File: src/verilog/shift_unit_pkg.sv
// Constants and types for the universal shift unit register core
`default_nettype none
package shift_unit_pkg;
	// Register byte addresses on the APB bus
	localparam logic [11:0] OFS_SHIFT_DATA     = 12'h000;
	localparam logic [11:0] OFS_RECEIVE_BUFFER = 12'h004;
	localparam logic [11:0] OFS_SERIAL_STATUS  = 12'h008;
	localparam logic [11:0] OFS_SERIAL_CONTROL = 12'h00c;
	localparam int          ADDR_W             = 12;
	localparam int          DATA_W             = 32;
	localparam int          REG_W              = 8;
	localparam int          CNT_W              = 4;
	// Reset values and counter maximum
	localparam logic [7:0]  RST_BYTE           = 8'h00;
	localparam logic [3:0]  RST_CNT            = 4'h0;
	localparam logic [3:0]  CNT_MAX            = 4'hf;
	localparam logic [1:0]  PIN_IDLE           = 2'h3;
	// serial_status fields
	localparam int          ST_START           = 7;
	localparam int          ST_OVF             = 6;
	localparam int          ST_STOP            = 5;
	localparam int          ST_COLL            = 4;
	localparam int          ST_CNT_HI          = 3;
	localparam int          ST_CNT_LO          = 0;
	// serial_control fields
	localparam int          CT_SIE             = 7;
	localparam int          CT_OIE             = 6;
	localparam int          CT_WM_HI           = 5;
	localparam int          CT_WM_LO           = 4;
	localparam int          CT_CS_HI           = 3;
	localparam int          CT_CS_LO           = 2;
	localparam int          CT_SWCLK           = 1;
	localparam int          CT_TOGGLE          = 0;
	// Wire modes, in field encoding order
	typedef enum logic [1:0] {WM_OFF, WM_THREE, WM_TWO, WM_TWO_HOLD} wire_mode_t;
	// Clock sources, in field encoding order
	typedef enum logic [1:0] {CS_SOFT, CS_TIMER, CS_EXT_POS, CS_EXT_NEG} clock_source_t;
endpackage
`default_nettype wire

File: src/verilog/universal_shift_unit.sv
// Universal shift unit: shift register, counter, two-wire detectors, APB registers
// Function
// - Start detector works only in the two two-wire modes.
// - Start detection needs no clock enable and can signal deep-sleep wake.
// - External clock counts the 4-bit counter on both pin edges.
// - Software write to shift data beats a coincident shift.
// - Shift left on selected clock: pin edge, timer match or soft strobe.
// - Data output comes from shift data bit 7 through a latch.
// - Latch open first half-cycle with external clock, always with internal.
// - New bit 7 written reaches output at once while latch open.
// - Completed transfer copies shift data into receive buffer.
// - Start flag: start condition, or any clock edge in off/three-wire external while swclk clear.
// - Start interrupt requested while flag, enable and global enable set.
// - Start flag cleared by writing one; clearing releases held clock line.
// - Start interrupt can wake from every sleep state.
// - Counter wrap 15 to 0 sets overflow flag; interrupt when enabled.
// - Overflow flag cleared by writing one; releases overflow clock hold.
// - Overflow interrupt wakes only from idle sleep.
// - Two-wire stop condition sets stop flag; write one clears; no interrupt.
// - Collision bit shows bit 7 differing from sampled data pin.
// - Counter readable, writable, increments once per selected clock.
// - Software clock bit with external source moves counting to toggle strobe.
// - Pending flag requests interrupt as soon as enables are set.
// - Wire mode: off, three-wire, two-wire, two-wire with overflow hold.
// - Clock source: soft strobe, timer match, external positive or negative.
`default_nettype none
module universal_shift_unit
	import shift_unit_pkg::*;
(
	// Clock and reset
	input  wire logic              clk,
	input  wire logic              reset,
	// APB slave
	input  wire logic              psel,
	input  wire logic              penable,
	input  wire logic              pwrite,
	input  wire logic [ADDR_W-1:0] paddr,
	input  wire logic [DATA_W-1:0] pwdata,
	output logic                   pready,
	output logic      [DATA_W-1:0] prdata,
	output logic                   pslverr,
	// Core-side events and enables
	input  wire logic              global_irq_enable,
	input  wire logic              timer_compare_match,
	output logic                   start_irq,
	output logic                   overflow_irq,
	output logic                   wake_any_sleep,
	output logic                   wake_idle_only,
	// Serial pins
	input  wire logic              serial_in_pin,
	input  wire logic              serial_clock_pin,
	output logic                   data_out,
	output logic                   data_out_oe,
	output logic                   sda_out,
	output logic                   sda_oe,
	output logic                   scl_out,
	output logic                   scl_oe
);

	// Pin synchronisers: meta stage read only by the sync stage
	logic [1:0] pin_meta_ff;
	logic [1:0] pin_sync_ff;
	logic [1:0] pin_last_ff;

	// Registers
	logic [REG_W-1:0] shift_ff;
	logic [REG_W-1:0] rxbuf_ff;
	logic [CNT_W-1:0] cnt_ff;
	logic             start_flag_ff;
	logic             ovf_flag_ff;
	logic             stop_flag_ff;
	logic             sie_ff;
	logic             oie_ff;
	logic [1:0]       wm_ff;
	logic [1:0]       cs_ff;
	logic             swclk_ff;
	logic             latch_ff;
	logic             pready_ff;
	logic             pslverr_ff;
	logic [REG_W-1:0] prdata_ff;
	logic             start_irq_ff;
	logic             ovf_irq_ff;
	logic             scl_hold_ff;
	logic             data_out_ff;
	logic             data_oe_ff;
	logic             sda_oe_ff;

	// Sampled pin levels and edges
	wire sda_s    = pin_sync_ff[0];
	wire scl_s    = pin_sync_ff[1];
	wire sda_rise = pin_sync_ff[0] & ~pin_last_ff[0];
	wire sda_fall = ~pin_sync_ff[0] & pin_last_ff[0];
	wire scl_rise = pin_sync_ff[1] & ~pin_last_ff[1];
	wire scl_fall = ~pin_sync_ff[1] & pin_last_ff[1];

	// Decoded modes
	wire_mode_t    wire_mode;
	clock_source_t clock_src;
	assign wire_mode = wire_mode_t'(wm_ff);
	assign clock_src = clock_source_t'(cs_ff);
	wire two_wire = (wire_mode == WM_TWO) | (wire_mode == WM_TWO_HOLD);
	wire ext_clk  = cs_ff[1];

	// APB decode, shared by read mux and write strobes
	function automatic logic addr_hit(input logic [ADDR_W-1:0] a, input logic [ADDR_W-1:0] ofs);
		addr_hit = (a == ofs);
	endfunction
	wire hit_data   = addr_hit(paddr, OFS_SHIFT_DATA);
	wire hit_rxbuf  = addr_hit(paddr, OFS_RECEIVE_BUFFER);
	wire hit_status = addr_hit(paddr, OFS_SERIAL_STATUS);
	wire hit_ctrl   = addr_hit(paddr, OFS_SERIAL_CONTROL);
	wire hit_any    = hit_data | hit_rxbuf | hit_status | hit_ctrl;
	wire apb_setup  = psel & ~penable;
	wire apb_wr     = psel & penable & pready_ff & pwrite & hit_any;
	wire wr_data    = apb_wr & hit_data;
	wire wr_status  = apb_wr & hit_status;
	wire wr_ctrl    = apb_wr & hit_ctrl;
	wire [REG_W-1:0] wbyte = pwdata[REG_W-1:0];

	// Strobe bits of serial_control act only on the write; swclk is also stored, toggle never
	wire soft_strobe   = wr_ctrl & wbyte[CT_SWCLK];
	wire toggle_strobe = wr_ctrl & wbyte[CT_TOGGLE];

	// Shift clock select
	wire ext_shift_edge = (clock_src == CS_EXT_POS) ? scl_rise : scl_fall;
	wire shift_clk = ((clock_src == CS_SOFT) & soft_strobe)
		| ((clock_src == CS_TIMER) & timer_compare_match)
		| (ext_clk & ext_shift_edge);
	// Counter clock: both pin edges, or toggle strobe once swclk is set;
	// a write that sets swclk already counts its own toggle, as a software master needs
	wire swclk_now    = wr_ctrl ? wbyte[CT_SWCLK] : swclk_ff;
	wire ext_cnt_edge = swclk_now ? toggle_strobe : (scl_rise | scl_fall);
	wire cnt_clk = ((clock_src == CS_SOFT) & soft_strobe)
		| ((clock_src == CS_TIMER) & timer_compare_match)
		| (ext_clk & ext_cnt_edge);

	// Shift path: write wins over shift
	wire [REG_W-1:0] shifted = {shift_ff[REG_W-2:0], sda_s};
	wire [REG_W-1:0] nxt_shift = wr_data ? wbyte
		: (shift_clk ? shifted : shift_ff);

	// Counter and overflow; a software write to the count wins
	wire             cnt_wrap = cnt_clk & (cnt_ff == CNT_MAX) & ~wr_status;
	wire [CNT_W-1:0] cnt_inc  = cnt_ff + 4'h1;
	wire [CNT_W-1:0] nxt_cnt  = wr_status ? wbyte[ST_CNT_HI:ST_CNT_LO]
		: (cnt_clk ? cnt_inc : cnt_ff);

	// Start and stop conditions, sampled while clock line high
	wire start_cond = two_wire & scl_s & sda_fall;
	wire stop_cond  = two_wire & scl_s & sda_rise;
	wire edge_start = ~two_wire & ext_clk & ~swclk_ff & (scl_rise | scl_fall);
	wire set_start  = start_cond | edge_start;

	// Flags: hardware set wins over software clear
	wire nxt_start_flag = set_start | (start_flag_ff & ~(wr_status & wbyte[ST_START]));
	wire nxt_ovf_flag   = cnt_wrap | (ovf_flag_ff & ~(wr_status & wbyte[ST_OVF]));
	wire nxt_stop_flag  = stop_cond | (stop_flag_ff & ~(wr_status & wbyte[ST_STOP]));

	// Collision compares bit 7 against the sampled line
	wire collision = shift_ff[REG_W-1] ^ sda_s;

	// Output latch open: internal clock always, external on first half-cycle
	wire latch_open = ~ext_clk
		| ((clock_src == CS_EXT_POS) ? ~scl_s : scl_s);
	// Open latch passes the next bit 7 so a write shows at once
	wire nxt_latch = latch_open ? nxt_shift[REG_W-1] : latch_ff;

	// Clock hold: start hold after master's falling edge, overflow hold in mode 11
	wire nxt_scl_hold = two_wire & ((nxt_start_flag & ~scl_s)
		| ((wire_mode == WM_TWO_HOLD) & nxt_ovf_flag));

	// Interrupt requests follow the flags, so a pending flag fires on enable
	wire nxt_start_irq = start_flag_ff & sie_ff & global_irq_enable;
	wire nxt_ovf_irq   = ovf_flag_ff & oie_ff & global_irq_enable;

	// Read mux; strobe bits read as zero, upper bits zero
	wire [REG_W-1:0] status_rd = {start_flag_ff, ovf_flag_ff, stop_flag_ff, collision, cnt_ff};
	wire [REG_W-1:0] ctrl_rd   = {sie_ff, oie_ff, wm_ff, cs_ff, 2'b00};
	wire [REG_W-1:0] rd_mux    = hit_data ? shift_ff
		: hit_rxbuf ? rxbuf_ff
		: hit_status ? status_rd
		: hit_ctrl ? ctrl_rd : RST_BYTE;

	// Pin synchronisers
	always_ff @(posedge clk or posedge reset) begin
		if (reset) begin
			pin_meta_ff <= PIN_IDLE; // Idle bus level, so no false edge after reset
			pin_sync_ff <= PIN_IDLE;
			pin_last_ff <= PIN_IDLE;
		end else begin
			pin_meta_ff <= {serial_clock_pin, serial_in_pin};
			pin_sync_ff <= pin_meta_ff;
			pin_last_ff <= pin_sync_ff;
		end
	end

	// APB answer: one wait-free access phase after each setup
	always_ff @(posedge clk or posedge reset) begin
		if (reset) begin
			pready_ff  <= 1'b0;
			pslverr_ff <= 1'b0;
			prdata_ff  <= RST_BYTE;
		end else begin
			pready_ff  <= apb_setup;
			pslverr_ff <= apb_setup & ~hit_any;
			prdata_ff  <= apb_setup ? rd_mux : prdata_ff;
		end
	end

	// Shift data and receive buffer
	always_ff @(posedge clk or posedge reset) begin
		if (reset) begin
			shift_ff <= RST_BYTE;
			rxbuf_ff <= RST_BYTE;
		end else begin
			shift_ff <= nxt_shift;
			if (cnt_wrap) begin
				rxbuf_ff <= nxt_shift;
			end
		end
	end

	// Counter and flags
	always_ff @(posedge clk or posedge reset) begin
		if (reset) begin
			cnt_ff        <= RST_CNT;
			start_flag_ff <= 1'b0;
			ovf_flag_ff   <= 1'b0;
			stop_flag_ff  <= 1'b0;
		end else begin
			cnt_ff        <= nxt_cnt;
			start_flag_ff <= nxt_start_flag;
			ovf_flag_ff   <= nxt_ovf_flag;
			stop_flag_ff  <= nxt_stop_flag;
		end
	end

	// Control register
	always_ff @(posedge clk or posedge reset) begin
		if (reset) begin
			sie_ff   <= 1'b0;
			oie_ff   <= 1'b0;
			wm_ff    <= WM_OFF;
			cs_ff    <= CS_SOFT;
			swclk_ff <= 1'b0;
		end else if (wr_ctrl) begin
			sie_ff   <= wbyte[CT_SIE];
			oie_ff   <= wbyte[CT_OIE];
			wm_ff    <= wbyte[CT_WM_HI:CT_WM_LO];
			cs_ff    <= wbyte[CT_CS_HI:CT_CS_LO];
			swclk_ff <= wbyte[CT_SWCLK];
		end
	end

	// Pin drivers and interrupt outputs, all registered
	always_ff @(posedge clk or posedge reset) begin
		if (reset) begin
			latch_ff     <= 1'b0;
			data_out_ff  <= 1'b0;
			data_oe_ff   <= 1'b0;
			sda_oe_ff    <= 1'b0;
			scl_hold_ff  <= 1'b0;
			start_irq_ff <= 1'b0;
			ovf_irq_ff   <= 1'b0;
		end else begin
			latch_ff     <= nxt_latch;
			data_out_ff  <= nxt_latch;
			data_oe_ff   <= (wire_mode == WM_THREE);
			sda_oe_ff    <= two_wire & ~nxt_latch; // Open drain: pull low only
			scl_hold_ff  <= nxt_scl_hold;
			start_irq_ff <= nxt_start_irq;
			ovf_irq_ff   <= nxt_ovf_irq;
		end
	end

	assign pready         = pready_ff;
	assign pslverr        = pslverr_ff;
	assign prdata         = {{(DATA_W-REG_W){1'b0}}, prdata_ff};
	assign start_irq      = start_irq_ff;
	assign overflow_irq   = ovf_irq_ff;
	// Start wake reaches every sleep depth; overflow only idle
	assign wake_any_sleep = start_irq_ff;
	assign wake_idle_only = ovf_irq_ff;
	assign data_out       = data_out_ff;
	assign data_out_oe    = data_oe_ff;
	assign sda_out        = 1'b0;
	assign sda_oe         = sda_oe_ff;
	assign scl_out        = 1'b0;
	assign scl_oe         = scl_hold_ff;

	// Checks on the guarded behaviour
	chk_write_beats_shift: assert property (@(posedge clk) disable iff (reset)
		wr_data |=> shift_ff == $past(wbyte)) else $error("shift write lost");
	chk_shift_left_in: assert property (@(posedge clk) disable iff (reset)
		(shift_clk && !wr_data) |=> shift_ff == {$past(shift_ff[REG_W-2:0]), $past(sda_s)})
		else $error("shift wrong");
	chk_ovf_on_wrap: assert property (@(posedge clk) disable iff (reset)
		(cnt_clk && cnt_ff == CNT_MAX && !wr_status) |=> ovf_flag_ff && cnt_ff == RST_CNT)
		else $error("overflow missed");
	chk_rxbuf_copy: assert property (@(posedge clk) disable iff (reset)
		$rose(ovf_flag_ff) |-> rxbuf_ff == shift_ff) else $error("buffer not copied");
	chk_start_mode: assert property (@(posedge clk) disable iff (reset)
		(!two_wire && !(ext_clk && !swclk_ff)) |=> !$rose(start_flag_ff))
		else $error("start flag outside mode");
	chk_flag_sticky: assert property (@(posedge clk) disable iff (reset)
		(start_flag_ff && !(wr_status && wbyte[ST_START])) |=> start_flag_ff)
		else $error("start flag dropped");
	chk_start_irq: assert property (@(posedge clk) disable iff (reset)
		(start_flag_ff && sie_ff && global_irq_enable) |=> start_irq && wake_any_sleep)
		else $error("start irq missing");
	chk_stop_no_irq: assert property (@(posedge clk) disable iff (reset)
		(stop_flag_ff && !start_flag_ff && !ovf_flag_ff) |=> !start_irq && !overflow_irq)
		else $error("stop raised irq");
	// A clear of the flag in the same cycle lets the hold go, so it is left out
	chk_ovf_hold: assert property (@(posedge clk) disable iff (reset)
		(wire_mode == WM_TWO_HOLD && ovf_flag_ff && !(wr_status && wbyte[ST_OVF])) |=> scl_oe)
		else $error("no overflow hold");
	chk_collision: assert property (@(posedge clk) disable iff (reset)
		status_rd[ST_COLL] == (shift_ff[REG_W-1] != sda_s)) else $error("collision wrong");
	chk_latch_internal: assert property (@(posedge clk) disable iff (reset)
		(!ext_clk && !$past(ext_clk)) |-> data_out == $past(nxt_shift[REG_W-1]))
		else $error("latch not transparent");
	chk_start_set: assert property (@(posedge clk) disable iff (reset)
		(two_wire && scl_s && sda_fall) |=> start_flag_ff)
		else $error("start condition missed");
	chk_edge_start: assert property (@(posedge clk) disable iff (reset)
		(!two_wire && ext_clk && !swclk_ff && (scl_rise || scl_fall)) |=> start_flag_ff)
		else $error("clock edge start missed");
	chk_stop_set: assert property (@(posedge clk) disable iff (reset)
		(two_wire && scl_s && sda_rise) |=> stop_flag_ff)
		else $error("stop condition missed");
	chk_stop_sticky: assert property (@(posedge clk) disable iff (reset)
		(stop_flag_ff && !(wr_status && wbyte[ST_STOP])) |=> stop_flag_ff)
		else $error("stop flag dropped");
	chk_ovf_sticky: assert property (@(posedge clk) disable iff (reset)
		(ovf_flag_ff && !(wr_status && wbyte[ST_OVF])) |=> ovf_flag_ff)
		else $error("overflow flag dropped");
	chk_ovf_irq: assert property (@(posedge clk) disable iff (reset)
		(ovf_flag_ff && oie_ff && global_irq_enable) |=> overflow_irq && wake_idle_only)
		else $error("overflow irq missing");
	chk_irq_masked: assert property (@(posedge clk) disable iff (reset)
		!global_irq_enable |=> !start_irq && !overflow_irq)
		else $error("irq without global enable");
	chk_start_hold: assert property (@(posedge clk) disable iff (reset)
		(two_wire && start_flag_ff && !scl_s && !(wr_status && wbyte[ST_START])) |=> scl_oe)
		else $error("no start hold");
	chk_hold_off: assert property (@(posedge clk) disable iff (reset)
		!two_wire |=> !scl_oe && !sda_oe)
		else $error("line driven outside two-wire");
	chk_count_step: assert property (@(posedge clk) disable iff (reset)
		(cnt_clk && !wr_status) |=> cnt_ff == CNT_W'($past(cnt_ff) + 1'b1))
		else $error("counter step wrong");
	chk_count_write: assert property (@(posedge clk) disable iff (reset)
		wr_status |=> cnt_ff == $past(wbyte[ST_CNT_HI:ST_CNT_LO]))
		else $error("counter write lost");
	chk_both_edges: assert property (@(posedge clk) disable iff (reset)
		(ext_clk && !swclk_ff && !wr_ctrl && (scl_rise || scl_fall)) |-> cnt_clk)
		else $error("pin edge not counted");
	chk_toggle_count: assert property (@(posedge clk) disable iff (reset)
		(ext_clk && wr_ctrl && wbyte[CT_SWCLK] && wbyte[CT_TOGGLE]) |-> cnt_clk)
		else $error("toggle not counted");
	chk_rxbuf_ro: assert property (@(posedge clk) disable iff (reset)
		!cnt_wrap |=> rxbuf_ff == $past(rxbuf_ff))
		else $error("buffer changed without transfer");
	chk_latch_hold: assert property (@(posedge clk) disable iff (reset)
		(ext_clk && !latch_open) |=> $stable(data_out))
		else $error("closed latch changed");
	chk_latch_open_ext: assert property (@(posedge clk) disable iff (reset)
		(ext_clk && latch_open) |=> data_out == $past(nxt_shift[REG_W-1]))
		else $error("open latch not passing");
	chk_sda_follows: assert property (@(posedge clk) disable iff (reset)
		two_wire |=> sda_oe == !data_out)
		else $error("data line drive wrong");
	chk_three_oe: assert property (@(posedge clk) disable iff (reset)
		(wire_mode == WM_THREE) |=> data_out_oe)
		else $error("data output not enabled");

endmodule
`default_nettype wire

File: config.mk
export PLATFORM = sky130hd
export DESIGN_NAME = universal_shift_unit
export DESIGN_NICKNAME = d
export VERILOG_FILES = /design/src/verilog/shift_unit_pkg.sv /design/src/verilog/universal_shift_unit.sv
export SDC_FILE = /design/constraint.sdc
export NUM_CORES = 1
export LEC_CHECK = 0
export ABC_AREA = 1
export BUFFER_PORTS_ARGS = -buffer_cell sky130_fd_sc_hd__clkbuf_2
export CAP_MARGIN = 20
export CORE_MARGIN = 2
export CORE_UTILIZATION = 45
export CTS_CLUSTER_DIAMETER = 60
export DETAILED_ROUTE_END_ITERATION = 7
export PLACE_DENSITY = 0.75
export SETUP_SLACK_MARGIN = 0.3
export SYNTH_ARGS = -nofsm -noshare
export SYNTH_HDL_FRONTEND = slang
export SYNTH_SLANG_ARGS = --single-unit
File: constraint.sdc
create_clock -name clk -period 1.83 [get_ports clk]
set_clock_uncertainty 0.15 [all_clocks]
set_input_delay 0.366 -clock clk [delete_from_list [all_inputs] [get_ports clk]]
set_output_delay 0.366 -clock clk [all_outputs]
set_load 0.02 [all_outputs]
==> flow_summary_export.csv, run 1 <==
group,metric,value,unit
run_status,status,"finished with violations",
run_status,violations,"setup timing",
hold_path,hp-class,"input port to flop",
logic_synthesis,synth_xor_area_share,0.619,%
sta,rsz0062_at_grt,"yes",
logic_synthesis,synth_compound_area_share,11.2,%
routing,dr.pass1.iters,4,
routing,wl_per_cell,14.9,um
global_routing,gr-usage-met1,27.3,%
final_layout,fillers,506,
routing,drt-vias-per-instance,4.99,
sta,slew_violations,0,
place,dp_slack,-207,ps
global_routing,grt_usage,20.5,%
die,core-area,0.00599,sq mm
final_layout,drive_above_1_share,40.8,%
global_routing,grtUsageMet3,4.27,%
logic_synthesis,ys_ff_latch,52,
place,io_buffers,46,
cts,cts-root-buf,"clkbuf_8",
critical_path,cp_max_fo,4,
critical_path,slowest_stage,"dfstp_2",
cts,numCtsBuffers,5,
critical_path,path_class,"flop to flop",
critical_path,worstPathCellList,"inv_2 -> ha_4 -> o21ai_4 -> a21boi_4 -> nand2_1 -> nand3_2 -> o21ai_2 -> nand2_1 -> nand2_1",
routing,ant_nets,0,
global_routing,antenna_found_initial,0,
logic_synthesis,synthTopCellsByArea,"dfrtp_1 41%, nand2_1 11%, buf_4 7.7%, inv_1 6.2%, dfstp_2 5.6%",
die,dieArea,0.00694,sq mm
final_layout,fin_util,64.2,%
cts,cts_tree,"done",
logic_synthesis,netlist-cell-type-count,40,
final_layout,diodes,0,
final_layout,final_nets,484,
logic_synthesis,netlist.area_leader.share,40.7,%
die,start_util,47.2,%
logic_synthesis,synth_edf_count,0,
power_and_ir_drop,power_density,536,mW/mm^2
die,rows,28,
logic_synthesis,syn_inst,340,
logic_synthesis,ys_warn_count,0,
cts,clk_latency,310,ps
sta,setup_tns,-18.4,ps
power_and_ir_drop,leakage,2.01,nW
critical_path,r2r_setup_slack,-20,ps
critical_path,critPathMostFrequentCell,"nand2_1",
global_routing,busiest_layer,"met2",
flow_run,drv_cap,0,
global_routing,grt_pass1_wl,11400,um
critical_path,r2r_cells,9,
sta,finalSetupViolations,1,
die,die_w,83.3,um
critical_path,critical-path-max-stage-delay,590,ps
sta,period_needed,1850,ps
cts,clock-sinks,52,
place,place.gp.congestion,0.893,
die,die_h,83.3,um
sta,finalHoldViolCount,0,
cts,h-tree-depth,2,
logic_synthesis,synth_top_family_by_area,"simple AND/OR/NAND/NOR gates",
logic_synthesis,yosys.area_share.simple,25.2,%
critical_path,critPathLaunchType,"flop",
sta,post-route-worst-setup-slack,-18.4,ps
routing,remaining_drc_errors,0,
power_and_ir_drop,vdd_drop_max,380,uV
critical_path,cp_data_required_time,1880,ps
logic_synthesis,synth_top_area_cell,"dfrtp_1",
place,postPlaceCellArea,0.00331,sq mm
sta,max_clock_freq,541,MHz
logic_synthesis,synth_most_common_cell,"nand2_1",
place,dp_hpwl,5050,um
hold_path,holdPathStages,2,
sta,post-route-period-util,101,%
final_layout,fin_area,0.00384,sq mm
final_layout,finalNonFillerCells,504,
power_and_ir_drop,p_sw_share,26.2,%
critical_path,reg2reg_to,"rxbuf_ff[3]$_DFFE_PP0P_",
global_routing,grt_pass1_vias,2403,
power_and_ir_drop,p_clk_share,30.9,%
power_and_ir_drop,p_switching,540,uW
hold_path,hold_path_end,"pready$_DFF_PP0_",
logic_synthesis,syn-cell-area,0.00283,sq mm
critical_path,cp-end-kind,"flop",
place,placed_cells,481,
logic_synthesis,synth.avg_cell_area,8.32,sq um
routing,num_vias,2515,
routing,drt_iter0_drc,212,
routing,routed_wl,7490,um
die,io_pins,97,
critical_path,critPathArrivalTime,1900,ps
global_routing,grt_remaining_overflow,0,
logic_synthesis,synth_top_cells_by_count,"83 x nand2_1, 47 x inv_1, 46 x dfrtp_1",
logic_synthesis,synthArstFlopShare,100,%
logic_synthesis,synth_mux_area_share,0,%
power_and_ir_drop,internal_power,1.52,mW
cts,clkTransAtPathRegs,100,ps
logic_synthesis,synth_ff_type,"dfrtp_1",
logic_synthesis,synth_adder_area_share,1.33,%
power_and_ir_drop,power_frac_comb,11.8,%
critical_path,r2r_start,"pin_sync_ff[1]$_DFF_PP1_",
global_routing,grt_max_degree,21,
hold_path,worstHoldStart,"penable",
final_layout,synthToLayoutAreaGrowth,35.9,%
power_and_ir_drop,power.share.sequential,57.3,%
cts,cts_buffer_depth,2,
logic_synthesis,synth-seq-area-share,46.3,%
global_routing,globalRouteMet2Util,33.3,%
[cell usage in the layout (no fill, tap or decap), drive strengths merged]
cell type / count
nand4: 2
nor3: 7
a41oi: 3
a21boi: 1
and2: 4
nand2: 92
xnor2: 1
o221ai: 5
nor4: 1
clkbuf: 50
ha: 3
o41ai: 1
dfstp: 6
dfrtp: 46
o211ai: 6
clkinvlp: 1
xor2: 1
clkinv: 1
o22ai: 1
conb: 26
nand3: 21
dlygate4sd3: 3
o2111ai: 5
a21oi: 3
buf: 45
o21ai: 22
nor3b: 1
inv: 47
nor2: 24
[worst max-delay path, delay by kind of cell (launching register included)]
| family | cells | cell delay, ps |
|---|---|---|
| adder cells (fa/ha/maj) | 1 | 160 |
| AO/OA/AOI/OAI | 3 | 510 |
| flip-flops | 1 | 590 |
| buffers and inverters | 1 | 70 |
| AND/OR/NAND/NOR | 4 | 270 |
[stage by stage]
| stage | hold slack (ps) | power, mW |
|---|---|---|
| 3_3_place_gp | 151 | 1.40 |
| 2_1_floorplan | 195 | 1.37 |
| 6_report | 102 | 2.06 |
| 3_5_place_dp | 149 | 1.41 |
| 4_1_cts | 98.0 | 2.06 |
| 5_1_grt | 115 | 2.15 |
[cell families after synthesis]
| logic type | Yosys count |
|---|---|
| and+or+nand+nor | 152 |
| other | 1 |
| DFF | 52 |
| AOI/OAI and AO/OA | 47 |
| xor gates and xnor gates | 2 |
| adders and majority gates | 3 |
| buffers and inverters | 83 |
[timing repair]
| item | 4_1_cts | 5_1_grt |
|---|---|---|
| gates cloned | 0 | 1 |
| hold buffers | 3 | 0 |
| pin swaps | 12 | 27 |
| resized for setup | 22 | 54 |
| setup endpoints to repair | 32 | 35 |
| endpoints found under the hold margin | 9 | 0 |
| buffers inserted | 8 | 3 |
[sequential cells by signal, indices dropped and copies added (netlist names), 2 cells and up]
| signal | flops |
|---|---|
| shift_ff | 8 |
| pin_meta_ff | 2 |
| cnt_ff | 4 |
| pin_sync_ff | 2 |
| pin_last_ff | 2 |
| wire_mode | 2 |
| clock_src | 2 |
| rxbuf_ff | 8 |
| prdata_ff | 8 |
[power groups by stage]
stage                     Combinational [mW]  Clock, mW  Sequential, mW
after CTS                              0.225      0.659            1.18
after global placement                 0.202          0            1.20
final                                  0.244      0.636            1.18
after detailed placement               0.206          0            1.20
after global routing                   0.266      0.704            1.18
after floorplan                        0.159          0            1.21
[cell type report]
| cell class | instances | area [sq um] | share of cell area (%) |
|---|---|---|---|
| well taps | 75 | 93.8 | 2.44 |
| repair buffers | 91 | 659 | 17.1 |
| clock buffers | 7 | 76.3 | 1.99 |
| clock inverters | 1 | 5.00 | 0.130 |
| inverters | 48 | 191 | 4.98 |
| flip-flops and latches | 52 | 1310 | 34.1 |
| multi-input cells | 230 | 1510 | 39.2 |
[worst max path at each step]
stage                                         from                 endpoint  slack (ps)  cells after the start
after global placement                    paddr[0]         sda_oe$_DFF_PP0_        -200                     13
after floorplan                   pready$_DFF_PP0_    shift_ff[0]$_DFF_PP0_          60                      9
after detailed placement                  paddr[0]  rxbuf_ff[6]$_DFFE_PP0P_        -210                     12
after global routing      pin_sync_ff[1]$_DFF_PP1_  rxbuf_ff[3]$_DFFE_PP0P_        -120                      9
final                     pin_sync_ff[1]$_DFF_PP1_  rxbuf_ff[3]$_DFFE_PP0P_         -20                      9
after CTS                 pin_sync_ff[1]$_DFF_PP1_         sda_oe$_DFF_PP0_          40                     10
[per-layer routing]
layer	wire length [um]	share of wire (%)	up-vias
li1	-	-	1219
met1	3030	40	1182
met2	3790	51	99
met3	463	6.2	15
met4	207	2.8	0
met5	0	0	-
(Power assumes the default switching activity.)
==> run 2, diff against run 1 <==
--- a/config.mk
+++ b/config.mk
@@ -7,12 +7,11 @@
 export LEC_CHECK = 0
 export ABC_AREA = 1
 export BUFFER_PORTS_ARGS = -buffer_cell sky130_fd_sc_hd__clkbuf_2
-export CAP_MARGIN = 20
 export CORE_MARGIN = 2
-export CORE_UTILIZATION = 45
+export CORE_UTILIZATION = 50
 export CTS_CLUSTER_DIAMETER = 60
 export DETAILED_ROUTE_END_ITERATION = 7
-export PLACE_DENSITY = 0.75
+export PLACE_DENSITY = 0.79
 export SETUP_SLACK_MARGIN = 0.3
 export SYNTH_ARGS = -nofsm -noshare
 export SYNTH_HDL_FRONTEND = slang
==> constraint.sdc (replaced) <==
create_clock -name clk -period 2.04 [get_ports clk]
set_clock_uncertainty 0.15 [all_clocks]
set_input_delay 0.408 -clock clk [delete_from_list [all_inputs] [get_ports clk]]
set_output_delay 0.408 -clock clk [all_outputs]
set_load 0.02 [all_outputs]
==> flow_summary_export.csv, run 2 (same netlist as run 1, synthesis figures left out) <==
group,metric,value,unit
run_status,status,"complete, no violations",
place,dp_hpwl,4730,um
critical_path,critPathArrivalTime,1960,ps
critical_path,crit_family,"simple AND/OR/NAND/NOR gates",
critical_path,crit_start,"pin_sync_ff[1]$_DFF_PP1_",
cts,numCtsBuffers,5,
final_layout,diodes,0,
sta,fin_hold_ws,27.3,ps
power_and_ir_drop,leakage,1.86,nW
critical_path,crit_end,"sda_oe$_DFF_PP0_",
power_and_ir_drop,vdd_drop_max,336,uV
critical_path,cp_data_required_time,2090,ps
critical_path,reg2reg_to,"sda_oe$_DFF_PP0_",
die,die_h,79.2,um
sta,setup_tns,0,ps
cts,clkTransAtPathRegs,90,ps
cts,clk_latency,310,ps
global_routing,grt_remaining_overflow,0,
critical_path,cp-end-kind,"flop",
global_routing,grt_pass1_vias,2323,
final_layout,final_nets,466,
routing,drt-vias-per-instance,5.18,
cts,cts_buffer_depth,2,
critical_path,slowest_stage,"dfstp_2",
final_layout,drive_above_1_share,36.0,%
critical_path,path_buf_inv,2,
critical_path,cp_max_fo,6,
critical_path,r2r_start,"pin_sync_ff[1]$_DFF_PP1_",
routing,remaining_drc_errors,0,
critical_path,path_class,"flop to flop",
cts,clock-sinks,52,
place,place.gp.congestion,0.873,
flow_run,drv_cap,0,
critical_path,critical-path-max-stage-delay,560,ps
global_routing,grt_pass1_wl,10800,um
global_routing,grt_usage,22.4,%
place,io_buffers,46,
sta,rsz0062_at_grt,"yes",
die,dieArea,0.00628,sq mm
hold_path,hp-class,"input port to flop",
routing,ant_nets,0,
cts,cts-root-buf,"clkbuf_8",
sta,period_needed,1910,ps
final_layout,final_common_cell,"nand2_1",
final_layout,layout_common_cells,"72 x nand2_1, 46 x clkbuf_2, 44 x dfrtp_1",
sta,post-route-period-util,93.7,%
die,die_w,79.2,um
critical_path,r2r_cells,12,
critical_path,worstPathCellList,"buf_6 -> ha_4 -> nor2_4 -> nor2_4 -> o21ai_4 -> buf_12 -> nand2_4 -> nand2_2 -> nand3_2 -> nand3_2 -> nand2_2 -> nor2_1",
critical_path,r2r_setup_slack,130,ps
final_layout,synthToLayoutAreaGrowth,28.7,%
routing,routed_wl,7220,um
sta,max_clock_freq,523,MHz
cts,h-tree-depth,2,
die,core-area,0.00547,sq mm
routing,dr.pass1.iters,4,
critical_path,critPathLaunchType,"flop",
die,rows,27,
final_layout,reg_top3,"prdata_ff (8), rxbuf_ff (8), shift_ff (8)",
cts,cts_tree,"done",
global_routing,antenna_found_initial,0,
routing,drt_iter0_drc,196,
power_and_ir_drop,power_density,559,mW/mm^2
die,io_pins,97,
sta,finalHoldViolCount,0,
sta,finalSetupViolations,0,
routing,wl_per_cell,14.9,um
final_layout,fin_area,0.00364,sq mm
sta,slew_violations,0,
global_routing,grt_max_degree,34,
critical_path,crit_cells,12,
place,postPlaceCellArea,0.00321,sq mm
routing,num_vias,2501,
die,start_util,51.7,%
==> run 2: final cells by class <==
class | instances | area (sq um)
fill | 432 | 1830
multi-input combinational | 231 | 1450
sequential | 52 | 1310
timing repair buffer | 72 | 473
inverter | 48 | 195
clock buffer | 7 | 96.3
tap | 72 | 90.1
clock inverter | 1 | 30.0
==> run 2: worst min path at each step <==
| stage | start | slack, ps | end | cells past startpoint |
|---|---|---|---|---|
| 6_report | serial_clock_pin | 30 | pin_meta_ff[1]$_DFF_PP1_ | 1 |
| 3_5_place_dp | pin_meta_ff[0]$_DFF_PP1_ | 200 | pin_sync_ff[0]$_DFF_PP1_ | 0 |
| 5_1_grt | serial_in_pin | 10 | pin_meta_ff[0]$_DFF_PP1_ | 1 |
| 3_3_place_gp | pin_meta_ff[0]$_DFF_PP1_ | 200 | pin_sync_ff[0]$_DFF_PP1_ | 0 |
| 2_1_floorplan | pin_meta_ff[0]$_DFF_PP1_ | 200 | pin_sync_ff[0]$_DFF_PP1_ | 0 |
| 4_1_cts | serial_clock_pin | 20 | pin_meta_ff[1]$_DFF_PP1_ | 1 |
==> run 2: stage by stage <==
| step | util (%) | cells | power, mW | worst slack [ps] |
|---|---|---|---|---|
| after floorplan | - | 365 | 1.23 | 264 |
| after global placement | 58.6 | 464 | 1.26 | -17.2 |
| after detailed placement | 58.6 | 464 | 1.26 | -57.3 |
| after CTS | 63.4 | 479 | 2.04 | 207 |
| after global routing | 66.6 | 483 | 2.11 | 59.6 |
| final | 66.6 | 483 | 2.03 | 129 |
==> run 2: power breakdown <==
part / total, mW / internal (mW) / switching, mW
logic: 0.203 / 0.0619 / 0.141
registers: 1.06 / 1.05 / 0.00949
clock network: 0.774 / 0.433 / 0.340
total: 2.03 / 1.54 / 0.491
==> run 2: layer usage <==
layer	global-route usage (%)	vias to the layer above	share of wire, %
met5	0	-	0
met4	11.0	0	4.9
met3	3.86	33	6.3
met2	38.5	102	50
met1	27.1	1180	39
li1	-	1186	-
==> run 2: what timing repair did <==
| action | 4_1_cts | 5_1_grt |
|---|---|---|
| hold buffers | 1 | 0 |
| pin swaps | 11 | 11 |
| hold endpoints to repair | 19 | 0 |
| cloned | 1 | 0 |
| setup endpoints to repair | 23 | 25 |
| setup buffers | 5 | 4 |
| resized for setup | 22 | 33 |
